`config.mk`:
```
export PLATFORM = sky130hd
export DESIGN_NAME = node_addr_id_regs
export DESIGN_NICKNAME = d
export VERILOG_FILES = /design/src/hw/node_addr_pkg.sv /design/src/hw/route_if.sv /design/src/hw/access_router.sv /design/src/hw/node_addr_id_regs.sv
export SDC_FILE = /design/constraint.sdc
export NUM_CORES = 1
export LEC_CHECK = 0
export BUFFER_PORTS_ARGS = -buffer_cell sky130_fd_sc_hd__buf_2
export CAP_MARGIN = 20
export CELL_PAD_IN_SITES_DETAIL_PLACEMENT = 0
export CELL_PAD_IN_SITES_GLOBAL_PLACEMENT = 1
export CORE_MARGIN = 2
export CORE_UTILIZATION = 34
export DETAILED_ROUTE_END_ITERATION = 10
export PLACE_DENSITY = 0.86
export SYNTH_ARGS = -nofsm -noshare
export SYNTH_HDL_FRONTEND = slang
export SYNTH_SLANG_ARGS = --single-unit
```
`constraint.sdc`:
```
create_clock -name clk -period 1.2 [get_ports clk]
set_input_delay 0.24 -clock clk [delete_from_list [all_inputs] [get_ports clk]]
set_output_delay 0.24 -clock clk [all_outputs]
set_load 0.02 [all_outputs]
```
`src/hw/node_addr_pkg.sv`:
```
package node_addr_pkg;

	// ----------------------------------------
	// register offsets
	// ----------------------------------------
	localparam logic [7:0] OFS_PERIPH_TARGET = 8'h00;
	localparam logic [7:0] OFS_NODE_SELECT = 8'h01;
	localparam logic [7:0] OFS_MAKER = 8'h02;
	localparam logic [7:0] OFS_PART = 8'h03;
	localparam logic [7:0] OFS_REVISION = 8'h04;

	// ----------------------------------------
	// field layout
	// ----------------------------------------
	localparam int TARGET_MSB = 6;
	localparam int BROADCAST_BIT = 7;
	localparam int PERIPH_BIT = 5;
	localparam int NODE_MSB = 3;
	localparam int REV_MAJOR_LSB = 4;
	localparam logic [3:0] LAST_VALID_NODE = 4'h9;

	// ----------------------------------------
	// reset values
	// ----------------------------------------
	localparam logic [6:0] TARGET_RESET = 7'h00;
	localparam logic [3:0] NODE_RESET = 4'h0;
	localparam logic [7:0] DATA_ZERO = 8'h00;

	// ----------------------------------------
	// identity codes, values arbitrary
	// ----------------------------------------
	localparam logic [7:0] MAKER_CODE = 8'h5a;
	localparam logic [7:0] PART_CODE = 8'h11;
	localparam logic [3:0] REV_MAJOR = 4'h1;
	localparam logic [3:0] REV_MINOR = 4'h0;

	typedef enum logic [1:0]
	{
		to_node_regs,
		to_node_peripheral,
		to_all_nodes,
		rejected
	} route_kind_type;

endpackage

```
`src/hw/route_if.sv`:
```
interface route_if;
	logic master;
	logic broadcast;
	logic periph;
	logic [3:0] node;

	modport ctrl (output master, output broadcast, output periph, output node);
	modport router (input master, input broadcast, input periph, input node);
endinterface

```
`src/hw/access_router.sv`:
```
module access_router
(
	input wire logic clk,
	input wire logic resetn,
	route_if.router sel,
	input wire logic bus_req,
	input wire logic bus_write,
	output logic route_valid,
	output node_addr_pkg::route_kind_type route_kind,
	output logic [3:0] route_node
);
	import node_addr_pkg::*;

	typedef struct packed
	{
		logic valid;
		route_kind_type kind;
		logic [3:0] node;
	} router_state_type;

	router_state_type s;
	router_state_type next_s;

	// ----------------------------------------
	// destination decode
	// ----------------------------------------
	always_comb
	begin
		next_s = s;
		next_s.valid = bus_req;
		next_s.node = sel.node;
		if (bus_req)
		begin
			// a slave never forwards bus-addressed traffic
			if (!sel.master)
				next_s.kind = rejected;
			else if (sel.broadcast && sel.periph)
				next_s.kind = rejected;
			else if (sel.broadcast && bus_write)
				next_s.kind = to_all_nodes;
			else if (sel.node > LAST_VALID_NODE)
				next_s.kind = rejected;
			else if (sel.periph)
				next_s.kind = to_node_peripheral;
			else
				next_s.kind = to_node_regs;
		end
	end

	always_ff @(posedge clk or negedge resetn)
	begin
		if (!resetn)
			s <= '{valid: 1'b0, kind: to_node_regs, node: NODE_RESET};
		else
			s <= next_s;
	end

	assign route_valid = s.valid;
	assign route_kind = s.kind;
	assign route_node = s.node;
endmodule

```
`src/hw/node_addr_id_regs.sv`:
```
module node_addr_id_regs
(
	input wire logic clk,
	input wire logic resetn,
	input wire logic master_strap,
	input wire logic reg_wr,
	input wire logic reg_rd,
	input wire logic [7:0] reg_addr,
	input wire logic [7:0] reg_wdata,
	output logic rd_valid,
	output logic [7:0] rd_data,
	output logic [6:0] periph_target_addr,
	output logic periph_target_valid,
	output logic node_is_master,
	input wire logic bus_req,
	input wire logic bus_write,
	output logic route_valid,
	output node_addr_pkg::route_kind_type route_kind,
	output logic [3:0] route_node
);
	import node_addr_pkg::*;

	typedef struct packed
	{
		logic strapped;
		logic master;
		logic [6:0] target;
		logic broadcast;
		logic periph;
		logic [3:0] node;
		logic rd_valid;
		logic [7:0] rd_data;
		logic target_valid;
	} regs_state_type;

	regs_state_type s;
	regs_state_type next_s;

	route_if sel_bus();

	function automatic logic hit(input logic [7:0] addr, input logic [7:0] ofs);
		hit = (addr == ofs);
	endfunction

	// node select byte layout, spare bits kept clear
	function automatic logic [7:0] node_select_byte(input logic b, input logic p, input logic [3:0] n);
		node_select_byte = DATA_ZERO;
		node_select_byte[BROADCAST_BIT] = b;
		node_select_byte[PERIPH_BIT] = p;
		node_select_byte[NODE_MSB:0] = n;
	endfunction

	// ----------------------------------------
	// register file
	// ----------------------------------------
	always_comb
	begin
		next_s = s;
		// strap caught once after reset release, never under reset
		if (!s.strapped)
		begin
			next_s.strapped = 1'b1;
			next_s.master = master_strap;
		end
		if (reg_wr)
		begin
			if (hit(reg_addr, OFS_PERIPH_TARGET))
				next_s.target = reg_wdata[TARGET_MSB:0];
			if (hit(reg_addr, OFS_NODE_SELECT) && s.master)
			begin
				next_s.broadcast = reg_wdata[BROADCAST_BIT];
				next_s.periph = reg_wdata[PERIPH_BIT];
				next_s.node = reg_wdata[NODE_MSB:0];
			end
			// code registers have no write path
		end
		next_s.rd_valid = reg_rd;
		next_s.rd_data = DATA_ZERO;
		if (reg_rd)
		begin
			if (hit(reg_addr, OFS_PERIPH_TARGET))
				next_s.rd_data = {1'b0, s.target};
			else if (hit(reg_addr, OFS_NODE_SELECT))
			begin
				next_s.rd_data[BROADCAST_BIT] = s.broadcast;
				next_s.rd_data[PERIPH_BIT] = s.periph;
				next_s.rd_data[NODE_MSB:0] = s.node;
			end
			else if (hit(reg_addr, OFS_MAKER))
				next_s.rd_data = MAKER_CODE;
			else if (hit(reg_addr, OFS_PART))
				next_s.rd_data = PART_CODE;
			else if (hit(reg_addr, OFS_REVISION))
				next_s.rd_data = {REV_MAJOR, REV_MINOR};
		end
		// target only drives the local peripheral port in a slave
		next_s.target_valid = next_s.strapped && !next_s.master;
	end

	always_ff @(posedge clk or negedge resetn)
	begin
		if (!resetn)
			s <= '{strapped: 1'b0, master: 1'b0, target: TARGET_RESET, broadcast: 1'b0, periph: 1'b0,
				node: NODE_RESET, rd_valid: 1'b0, rd_data: DATA_ZERO, target_valid: 1'b0};
		else
			s <= next_s;
	end

	assign rd_valid = s.rd_valid;
	assign rd_data = s.rd_data;
	assign periph_target_addr = s.target;
	assign periph_target_valid = s.target_valid;
	assign node_is_master = s.master;

	// ----------------------------------------
	// bus-addressed routing
	// ----------------------------------------
	assign sel_bus.master = s.master;
	assign sel_bus.broadcast = s.broadcast;
	assign sel_bus.periph = s.periph;
	assign sel_bus.node = s.node;

	access_router router
	(
		.clk(clk),
		.resetn(resetn),
		.sel(sel_bus.router),
		.bus_req(bus_req),
		.bus_write(bus_write),
		.route_valid(route_valid),
		.route_kind(route_kind),
		.route_node(route_node)
	);

	logic [5:0] node_sel_value;
	assign node_sel_value = {s.broadcast, s.periph, s.node};
endmodule

```
==> results.md, run 1 <==
- Horiz. Die Dim: 66.81 um
- Initial core utilization: between 30% and 40%
- Crit path launch type: input pin
- Setup slack of the worst register-to-register path: roughly 0.010 ns
- Sequential cell area: between 800 and 900 um2
- TritonCTS buffer count: 5
- Most frequent cells after synthesis: sky130_fd_sc_hd__dfrtp_1, sky130_fd_sc_hd__buf_4, sky130_fd_sc_hd__mux2_2
- Most common cell in the synthesized netlist: sky130_fd_sc_hd__dfrtp_1
- DIE AREA: ~0.0045 mm2
- Cell breakdown of the critical path: buf_6 -> or4b_4 -> nor3_4 -> buf_12 -> mux2_4
- Area contributors post-synth: sky130_fd_sc_hd__dfrtp_1, sky130_fd_sc_hd__mux2_2, sky130_fd_sc_hd__buf_4
- Number of H-tree branching levels: 2
- Longest individual stage delay on the worst path: ~0.57 ns
- Diode insertion count for antenna repair: 0
- Detail Route Antenna Nets: 0
- Fin nets: between 150 and 200
- Post-DR vias/cell: roughly 4.6
- Outcome: finished with violations
- First-pass GRT wire length: about 4700 um
- Routability congestion estimate from global placement: 0.7948
- Total clock sinks: 32
- Fill cell instance count of the final layout: 337
- Data arrival, critical path: roughly 1.6 ns
- Worst Setup Path Type: in2reg
- Path class of the lowest-slack min-delay path: in2reg
- DR WL/cell: ~14 um
- Final Hold Viols: 0
- Post-synth top area share: between 50% and 60%
- TritonCTS clock tree: done
- Max IR drop VDD: roughly 0.48 mV
- Core footprint: approximately 0.0037 mm2
- Proportion of synthesized flip-flops having asynchronous set or reset: 100.0%
- Area Overhead vs Synth: 34.70%
- Worst path setup slack after routing: -0.2215 ns
- Kind of end point of the critical path: register
- Number of DRC markers in iteration 0: 36
- Root Driver: sky130_fd_sc_hd__clkbuf_8
- Count of different cell masters after synthesis: 24
- Die Y-Extent: ~67 um
- Required time at the worst-slack endpoint: 1.37 ns
- Number of synthesized flops with an enable pin: 0
- Minimum period implied by the final worst setup slack: 1.422 ns
- Cell count after synthesis: 102
- Final count of negative-setup-slack endpoints: 13
- Grt ovf: 0
- Number of antenna violations at the first check in global routing: 0
- CP max-delay cell: sky130_fd_sc_hd__or4b_4
- Number of cells on the worst reg-to-reg path: 4
- Boundary Pins: between 40 and 50
- Synth Register Bits: 32
- Clock latency at the later pin of the worst-skew pair: 0.28 ns
- Multi-input logic area: roughly 460 um2
- Maximum achievable frequency: 703.5 MHz
- Number of max-slew violations in the final report: 0
- 1st-pass router iterations: 4
- Cell count of the worst hold path: 1
- Via count of the first global-routing pass: ~960
- Buffer depth of the longest clock path: 2
- Number of standard-cell rows in the floorplan: 22
- Total of warnings raised by yosys: 0
- Clock-pin slew on the worst setup and hold paths: ~0.060 ns
- Wire length reported by the detailed router: between 2000 and 3000 um
- Leakage dissipation: 0.9358 nW
- Post-route DRC: 0
- Placed wire-length estimate: roughly 2100 um
- Highest fanout seen on the critical path: 6
- Post-layout power: 0.002397 W
- WHS: between 0.08 and 0.09 ns
- Avg Inst Size Synth: between 10 and 15 um2
- Library cell occupying the most area in the post-synthesis netlist: sky130_fd_sc_hd__dfrtp_1
- Overall via count from detail_route: a little over 900
- Worst clock skew: ~0.0032 ns
- Global-route total usage across every layer: about 15%
- Setup repair after global routing missed its margin: yes
- Max Cap Violations: 0
- Violated checks: setup timing
- Total of buffers placed on input and output ports: between 40 and 50
- Synthesized cell area: ~0.0013 mm2
- Maximum number of pins on one net before global-route repair: 33
- Ratio of total power to cell area: ~1300 mW/mm2
- Ys flop type: sky130_fd_sc_hd__dfrtp_1
- Sequential-to-total area share from yosys stat: approximately three fifths
- Synthesized netlist net count: 125
- Share of post-route cells with drive strength above 1: 54.61%
- Share of the cycle needed by the critical path after routing: 118.5%
## report_power, final
part	switching [W]	internal, W	leakage (nW)
Sequential	0.0000261	0.00112	0.428
Combinational	0.000139	0.000124	0.453
Clock	0.000372	0.000615	0.0552
Total	0.000538	0.00186	0.936
## kinds of logic after synthesis
logic type	after synthesis	synth area share (%)
DFF	32	59.70
and+or+nand+nor	25	12.97
buffers and inverters	18	9.235
muxes	16	13.15
AOI/OAI and AO/OA	10	4.663
other	1	0.2796
## placed cells by master, fill, tap and decap left out, types with 4 or more instances in the layout
cell,n
sky130_fd_sc_hd__buf_6,6
sky130_fd_sc_hd__mux2_4,12
sky130_fd_sc_hd__dfrtp_1,32
sky130_fd_sc_hd__buf_2,43
sky130_fd_sc_hd__clkbuf_8,5
sky130_fd_sc_hd__buf_4,8
sky130_fd_sc_hd__nor3_1,4
## worst max-delay path, delay by kind of cell
| family | cells | cell delay (ns) |
|---|---|---|
| buf+inv | 2 | 0.24 |
| simple gates | 2 | 0.81 |
| mux | 1 | 0.29 |
## metal layers
metal / part of all wire [%] / global-route usage, %
met5: 0 / 0
met1: 39 / 15.79
met3: 6.1 / 5.068
met2: 52 / 25.75
met4: 2.4 / 7.908
## path summary, 6_finish.rpt
| kind | endpoint | startpoint |
|---|---|---|
| max in group asynchronous | rd_data[5] | resetn |
| hold reg to reg | router.route_node[0] | sel_bus.node[0] |
| min in group asynchronous | periph_target_valid | resetn |
| setup / recovery | sel_bus.broadcast | reg_addr[4] |
| hold / removal | rd_valid | reg_rd |
| setup reg to reg | sel_bus.broadcast | node_is_master |
## cell type report
class / instances / share of cell area (%)
tap: 48 / 3.324
clock buffer: 6 / 4.017
timing repair buffer: 59 / 20.64
sequential: 32 / 44.32
clock inverter: 2 / 1.939
inverter: 1 / 0.2078
multi-input combinational: 52 / 25.55
## state kept, by name (all words and copies together) (netlist names)
name	cells
sel_bus.node	4
sel_bus.periph	1
rd_data	8
router.route_valid	1
node_is_master	1
sel_bus.broadcast	1
periph_target_valid	1
rd_valid	1
periph_target_addr	7
s	1
router.route_node	4
router.route_kind	2
## per-stage QoR
step           std cells  area (um2)  setup slack [ns]  utilization, %  setup TNS [ns]
2_1_floorplan        102        1341           -0.3893               -          -5.019
3_3_place_gp         190        1592           -0.5547           42.83          -7.337
3_5_place_dp         190        1592           -0.5771           42.83          -7.585
4_1_cts              200        1800           -0.2381           48.45          -2.852
5_1_grt              200        1807           -0.2557           48.62          -3.119
6_report             200        1807           -0.2215           48.62          -2.783
## what timing repair did
action,4_1_cts,5_1_grt
buffers inserted,1,0
hold buffers,1,0
hold endpoints to repair,32,0
pin swaps,3,2
cloned,0,0
setup endpoints to repair,14,13
resized for setup,18,1
No activity file was read; power rests on OpenSTA's default activity.
==> run 2, diff against run 1 <==
- ABC_AREA: default -> 1
- PLACE_DENSITY: 0.86 -> 0.87
==> run 2 against run 1 <==
Effect of this change:
- the run now ends clean
- synthesized cell count up 70%
- first-iteration DRC count increased by 2.8%
- clock-buffer cell count unchanged
- area after synthesis up 18%
- combinational power decreased by 2%
- maximum frequency grew 27%
==> results.md, run 2 <==
- Highest fanout seen on the critical path: 4
- Fraction of power spent switching nets: approximately a quarter
- Psw: between 0.0005 and 0.0006 W
- Combinational share of power: 10.8%
- Maximum achievable frequency: between 800 and 900 MHz
- Number of post-CTS setup repair buffers: 0
- Sequential-to-total area share from yosys stat: between 50 and 60%
- Total clock sinks: 32
- Number of synthesized flops with an enable pin: 0
- Cell breakdown of the critical path: buf_2
- Share of post-route cells with drive strength above 1: between 40% and 50%
- Crit path launch type: register
- Area contributors post-synth: sky130_fd_sc_hd__dfrtp_1, sky130_fd_sc_hd__nand2_1, sky130_fd_sc_hd__buf_4
- 1st-pass router iterations: 4
- Setup repair after global routing missed its margin: no
- Share of the cycle needed by the critical path after routing: around 93%
- Minimum period implied by the final worst setup slack: around 1.1 ns
- Number of standard-cell rows in the floorplan: 24
- Buffer depth of the longest clock path: 2
- Global-route total usage across every layer: between 10% and 20%
- WHS: approximately 0.12 ns
- Cell count after synthesis: about 170
- Synth Register Bits: 32
- Max IR drop VDD: 0.4073 mV
- Die Y-Extent: around 72 um
- Grt ovf: 0
- CP bufs+invs: 1
- DR WL/cell: 10.75 um
- Number of H-tree branching levels: 2
- Library cell occupying the most area in the post-synthesis netlist: sky130_fd_sc_hd__dfrtp_1
- Overall via count from detail_route: between 1000 and 1500
- Longest individual stage delay on the worst path: 0.41 ns
- Count of different cell masters after synthesis: 26
- TritonCTS buffer count: 5
- Worst Setup Path Type: reg2out
- Most common cell in the synthesized netlist: sky130_fd_sc_hd__nand2_1
- Initial core utilization: a little over a third
- Data arrival, critical path: 0.88 ns
- Number of flip-flops under the largest register name: 8
- Final core utilization: 43.25%
- Path class of the lowest-slack min-delay path: in2reg
- Number of DRC markers in iteration 0: 37
- Post-DR vias/cell: around 4.3
- Ys flop type: sky130_fd_sc_hd__dfrtp_1
- Worst slack at placement: -0.02236 ns
- Horiz. Die Dim: ~72 um
- Number of max-slew violations in the final report: 0
- Outcome: complete, no violations
- Kind of end point of the critical path: output pin
- TritonCTS clock tree: done
- Most frequent cells after synthesis: sky130_fd_sc_hd__nand2_1, sky130_fd_sc_hd__dfrtp_1, sky130_fd_sc_hd__inv_1
- Worst path setup slack after routing: around 0.081 ns
- Detail Route Antenna Nets: 0
- Design internal power: approximately 0.0018 W
- Number of antenna violations at the first check in global routing: 0
- Leakage dissipation: roughly 1.0 nW
- Post-route DRC: 0
- Root Driver: sky130_fd_sc_hd__clkbuf_8
- Boundary Pins: 48
- Diode insertion count for antenna repair: 0
- Proportion of synthesized flip-flops having asynchronous set or reset: 100.0%
- Sequential group share of total power: between 40% and 50%
- Placed wire-length estimate: between 2000 and 2500 um
- First-pass GRT wire length: just under 5000 um
- Final count of negative-setup-slack endpoints: 0
- Most frequent standard cell in the layout excluding fill and tap cells: sky130_fd_sc_hd__buf_2
- Max Cap Violations: 0
- Required time at the worst-slack endpoint: 0.96 ns
- Clock latency at the later pin of the worst-skew pair: roughly 0.28 ns
- Cell Count Post-Placement: 260
- Total of buffers placed on input and output ports: 47
- Post-route non-filler standard cell count: 269
- Final Hold Viols: 0
- Clock network fraction of design power: 41.2%
- Core footprint: 0.004414 mm2
- Total of warnings raised by yosys: 0
- Area Overhead vs Synth: 20.16%
- Routability congestion estimate from global placement: 0.7976
- Avg Inst Size Synth: around 9.2 um2
- Via count of the first global-routing pass: around 1100
- DIE AREA: ~0.0052 mm2
- Clock-pin slew on the worst setup and hold paths: 0.06 ns
- Synthesized netlist net count: about 200
- Ratio of total power to cell area: approximately 1300 mW/mm2
- Worst clock skew: roughly 0.0085 ns
- Most frequent cells in the layout: sky130_fd_sc_hd__buf_2, sky130_fd_sc_hd__nand2_1, sky130_fd_sc_hd__dfrtp_1, sky130_fd_sc_hd__inv_1, sky130_fd_sc_hd__nor2_1
- Maximum number of pins on one net before global-route repair: 33
- Synthesized cell area: around 0.0016 mm2
- Cell family contributing the most delay on the critical path: flip-flops
- Fin nets: ~240
- CP max-delay cell: sky130_fd_sc_hd__dfrtp_1
- Post-synth top area share: a little over 50%
- Wire length reported by the detailed router: just under 3000 um
run 2: changes by cell type after synthesis, sizes merged, moves of 3 or more:
cell / previous run / this run
nand2b: 3 / 0
o21ai: 3 / 12
nand2: 3 / 48
nor2: 3 / 21
nor3: 6 / 1
nand3: 0 / 6
nor4: 3 / 0
mux2i: 3 / 0
inv: 1 / 25
mux2: 13 / 0
run 2: final cells by class:
class | count | area (um2)
Fill cell | 459 | 2505
Sequential cell | 32 | 800.8
Multi-Input combinational cell | 99 | 556.8
Timing Repair Buffer | 53 | 282.8
Inverter | 25 | 96.34
Clock buffer | 6 | 72.57
Tap cell | 52 | 65.06
Clock inverter | 2 | 35.03
run 2: path summary, 6_finish.rpt:
kind                            slack, ns                    to             from  cells after the start
worst max-delay path                 0.08        node_is_master   node_is_master                      1
worst min-delay path                 0.12    router.route_valid          bus_req                      1
worst max register to register       0.29        sel_bus.periph   node_is_master                      4
worst min register to register       0.43  router.route_node[3]  sel_bus.node[3]                      0
max in group asynchronous            0.41            rd_data[6]           resetn                      3
min in group asynchronous            0.51        sel_bus.periph           resetn                      3
run 2: per-stage QoR:
step | cell area, um2 | setup TNS (ns) | total power (W)
after floorplan | 1589 | 0 | 0.001317
after global placement | 1792 | -0.01136 | 0.001427
after detailed placement | 1792 | -0.04420 | 0.001431
after CTS | 1909 | 0 | 0.002428
after global routing | 1909 | 0 | 0.002492
final | 1909 | 0 | 0.002394
run 2: cell families after synthesis:
group                  synth area share (%)
DFF                                   50.39
AOI/OAI and AO/OA                     9.370
buffers and inverters                 14.57
and+or+nand+nor                       25.43
other                                0.2360
run 2: what timing repair did:
item / 4_1_cts / 5_1_grt
hold endpoints to repair: 32 / 0
hold buffers: 1 / 0
resized for setup: 0 / 0
run 2: layer usage:
layer,wire length (um),share of wire (%),up-vias,track usage [%]
li1,-,-,602,-
met1,1297,45,509,14.87
met2,1411,49,29,19.37
met3,113,3.9,7,2.778
met4,68,2.4,0,6.918
met5,0,0,-,0
run 2: power by group through the flow:
| stage | sequential, W | clock (W) | combinational [W] |
|---|---|---|---|
| 2_1_floorplan | 0.00119 | 0 | 0.000127 |
| 3_3_place_gp | 0.00117 | 0 | 0.000259 |
| 3_5_place_dp | 0.00117 | 0 | 0.000263 |
| 4_1_cts | 0.00115 | 0.00101 | 0.000265 |
| 5_1_grt | 0.00115 | 0.00105 | 0.000289 |
| 6_report | 0.00115 | 0.000987 | 0.000259 |
run 2: worst reg2reg max path, stage by stage, from the launching register on:
cell and delay (ns):
sky130_fd_sc_hd__dfrtp_1 0.41, sky130_fd_sc_hd__nand3_2 0.10, sky130_fd_sc_hd__buf_4 0.17, sky130_fd_sc_hd__nand2_1 0.08
sky130_fd_sc_hd__o21ai_2 0.05
==> run 3, diff against run 2 <==
- MAX_ROUTING_LAYER: default -> met4
- RECOVER_POWER: default -> 100
==> run 3 against run 2 <==
Effect of this change:
- maximum frequency grew 0.72%
- largest power group unchanged
- first-iteration DRC count grew 30%
- cell area decreased by 4.0%
- utilization down 1.7 points
- non-clock buffer count is the same
- sequential power about the same
- die area stayed put
==> results.md, run 3 (synthesis results as in run 2) <==
- TritonCTS clock tree: done
- Grt ovf: 0
- Max Cap Violations: 0
- Worst slack at placement: -0.02236 ns
- Fill cell instance count of the final layout: between 400 and 500
- Sequential cell area: 800.8 um2
- Wire length reported by the detailed router: just under 3000 um
- Most crowded layer after global routing: met2
- Buffer depth of the longest clock path: 2
- Number of cells on the worst reg-to-reg path: 4
- Leakage dissipation: roughly 0.94 nW
- Post-route DRC: 0
- Core footprint: 0.004414 mm2
- Number of antenna violations at the first check in global routing: 0
- Met2 usage: between 10% and 20%
- Cell depth of the worst setup path: 1
- Data arrival, critical path: around 0.87 ns
- Number of H-tree branching levels: 2
- Required time at the worst-slack endpoint: 0.96 ns
- Fraction of met1 tracks used by global routing: approximately 15%
- Number of flip-flops under the largest register name: 8
- DR WL/cell: about 11 um
- Number of post-CTS setup repair buffers: 0
- 1st-pass router iterations: 4
- Detail Route Antenna Nets: 0
- Worst clock skew: about 0.0076 ns
- Clock-pin slew on the worst setup and hold paths: 0.06 ns
- Initial core utilization: between 30% and 40%
- Diode insertion count for antenna repair: 0
- Placed wire-length estimate: between 2000 and 2500 um
- Root Driver: sky130_fd_sc_hd__clkbuf_8
- Cell breakdown of the critical path: clkbuf_2
- Highest fanout seen on the critical path: 4
- First-pass GRT wire length: between 4000 and 5000 um
- TritonCTS buffer count: 5
- Minimum period implied by the final worst setup slack: around 1.1 ns
- Number of DRC markers in iteration 0: 48
- Cell Count Post-Placement: 260
- Maximum number of pins on one net before global-route repair: 33
- Total clock sinks: 32
- Final Hold Viols: 0
- Routability congestion estimate from global placement: 0.8090
- Die Y-Extent: 72.37 um
- Share of post-route cells with drive strength above 1: a little over a quarter
- Path class of the lowest-slack min-delay path: in2reg
- Clock latency at the later pin of the worst-skew pair: 0.28 ns
- Post-DR vias/cell: 4.271
- Total of buffers placed on input and output ports: 47
- Area Overhead vs Synth: 15.35%
- Global routing usage on met3: ~2.8%
- Multi-input logic area: between 500 and 600 um2
- Final count of negative-setup-slack endpoints: 0
- Longest individual stage delay on the worst path: 0.40 ns
- Post-route non-filler standard cell count: between 200 and 300
- Via count of the first global-routing pass: between 1000 and 1500
- Maximum achievable frequency: about 900 MHz
- Number of max-slew violations in the final report: 0
- Cell count of the worst hold path: 1
- Worst Setup Path Type: reg2out
- Fin nets: approximately 240
- Max IR drop VDD: between 0.4 and 0.5 mV
- Most frequent cells in the layout: sky130_fd_sc_hd__nand2_1, sky130_fd_sc_hd__dfrtp_1, sky130_fd_sc_hd__inv_1, sky130_fd_sc_hd__clkbuf_1, sky130_fd_sc_hd__buf_2
- CP max-delay cell: sky130_fd_sc_hd__dfrtp_1
- Overall via count from detail_route: 1149
- Horiz. Die Dim: between 70 and 80 um
- Kind of end point of the critical path: output pin
- Cell family contributing the most delay on the critical path: flip-flops
- Boundary Pins: between 40 and 50
- Setup repair after global routing missed its margin: no
- Worst path setup slack after routing: approximately 0.089 ns
- Global-route total usage across every layer: between 10% and 20%
- CP bufs+invs: 1
- DIE AREA: approximately 0.0052 mm2
- Number of standard-cell rows in the floorplan: 24
- Most frequent standard cell in the layout excluding fill and tap cells: sky130_fd_sc_hd__nand2_1
- Crit path launch type: register
- Ratio of total power to cell area: around 1300 mW/mm2
- Share of the cycle needed by the critical path after routing: ~90%
- Outcome: complete, no violations
==> run 3: changes by cell type in the layout (fill, tap and decap cells not counted), sizes merged <==
cell / delta
buf: -33
clkbuf: +33
==> run 3: per-layer routing <==
layer | routed length [um] | vias to the layer above
met2 | 1392 | 27
met5 | 0 | -
met4 | 66 | 0
met1 | 1317 | 514
met3 | 122 | 7
li1 | - | 601
==> run 3: layout make-up <==
| cell class | count | share of cell area (%) |
|---|---|---|
| tap | 52 | 3.549 |
| clock inverter | 2 | 1.911 |
| timing repair buffer | 53 | 13.52 |
| clock buffer | 6 | 3.959 |
| inverter | 25 | 5.256 |
| sequential | 32 | 43.69 |
| multi-input combinational | 99 | 28.12 |
==> run 3: final timing paths <==
check,from,end,slack (ns)
min,bus_req,router.route_valid,0.14
max,node_is_master,node_is_master,0.09
min reg2reg,sel_bus.node[3],router.route_node[3],0.43
max in group asynchronous,resetn,rd_data[6],0.37
max reg2reg,node_is_master,sel_bus.node[1],0.24
min in group asynchronous,resetn,sel_bus.periph,0.54
==> run 3: through the flow <==
stage               total power [W]  hold WS (ns)  cell area [um2]  setup TNS [ns]  utilization [%]
finish                     0.002369        0.1430             1833               0            41.52
global route               0.002478        0.1399             1833               0            41.52
detailed placement         0.001431        0.2802             1792        -0.04420            40.59
CTS                        0.002428        0.1125             1909               0            43.25
global placement           0.001427        0.2755             1792        -0.01136            40.59
floorplan                  0.001317      -0.05559             1589               0                -
==> run 3: report_power, final <==
part	internal (W)	switching, W	total (W)
clock	0.000615	0.000363	0.000978
sequential	0.00112	0.0000276	0.00115
combinational	0.0000826	0.000160	0.000243
total	0.00182	0.000551	0.00237
==> run 3: what timing repair did <==
item	in CTS	in global routing
setup endpoints to repair	0	0
hold buffers	1	0
gates resized for setup	0	0
endpoints found under the hold margin	32	0
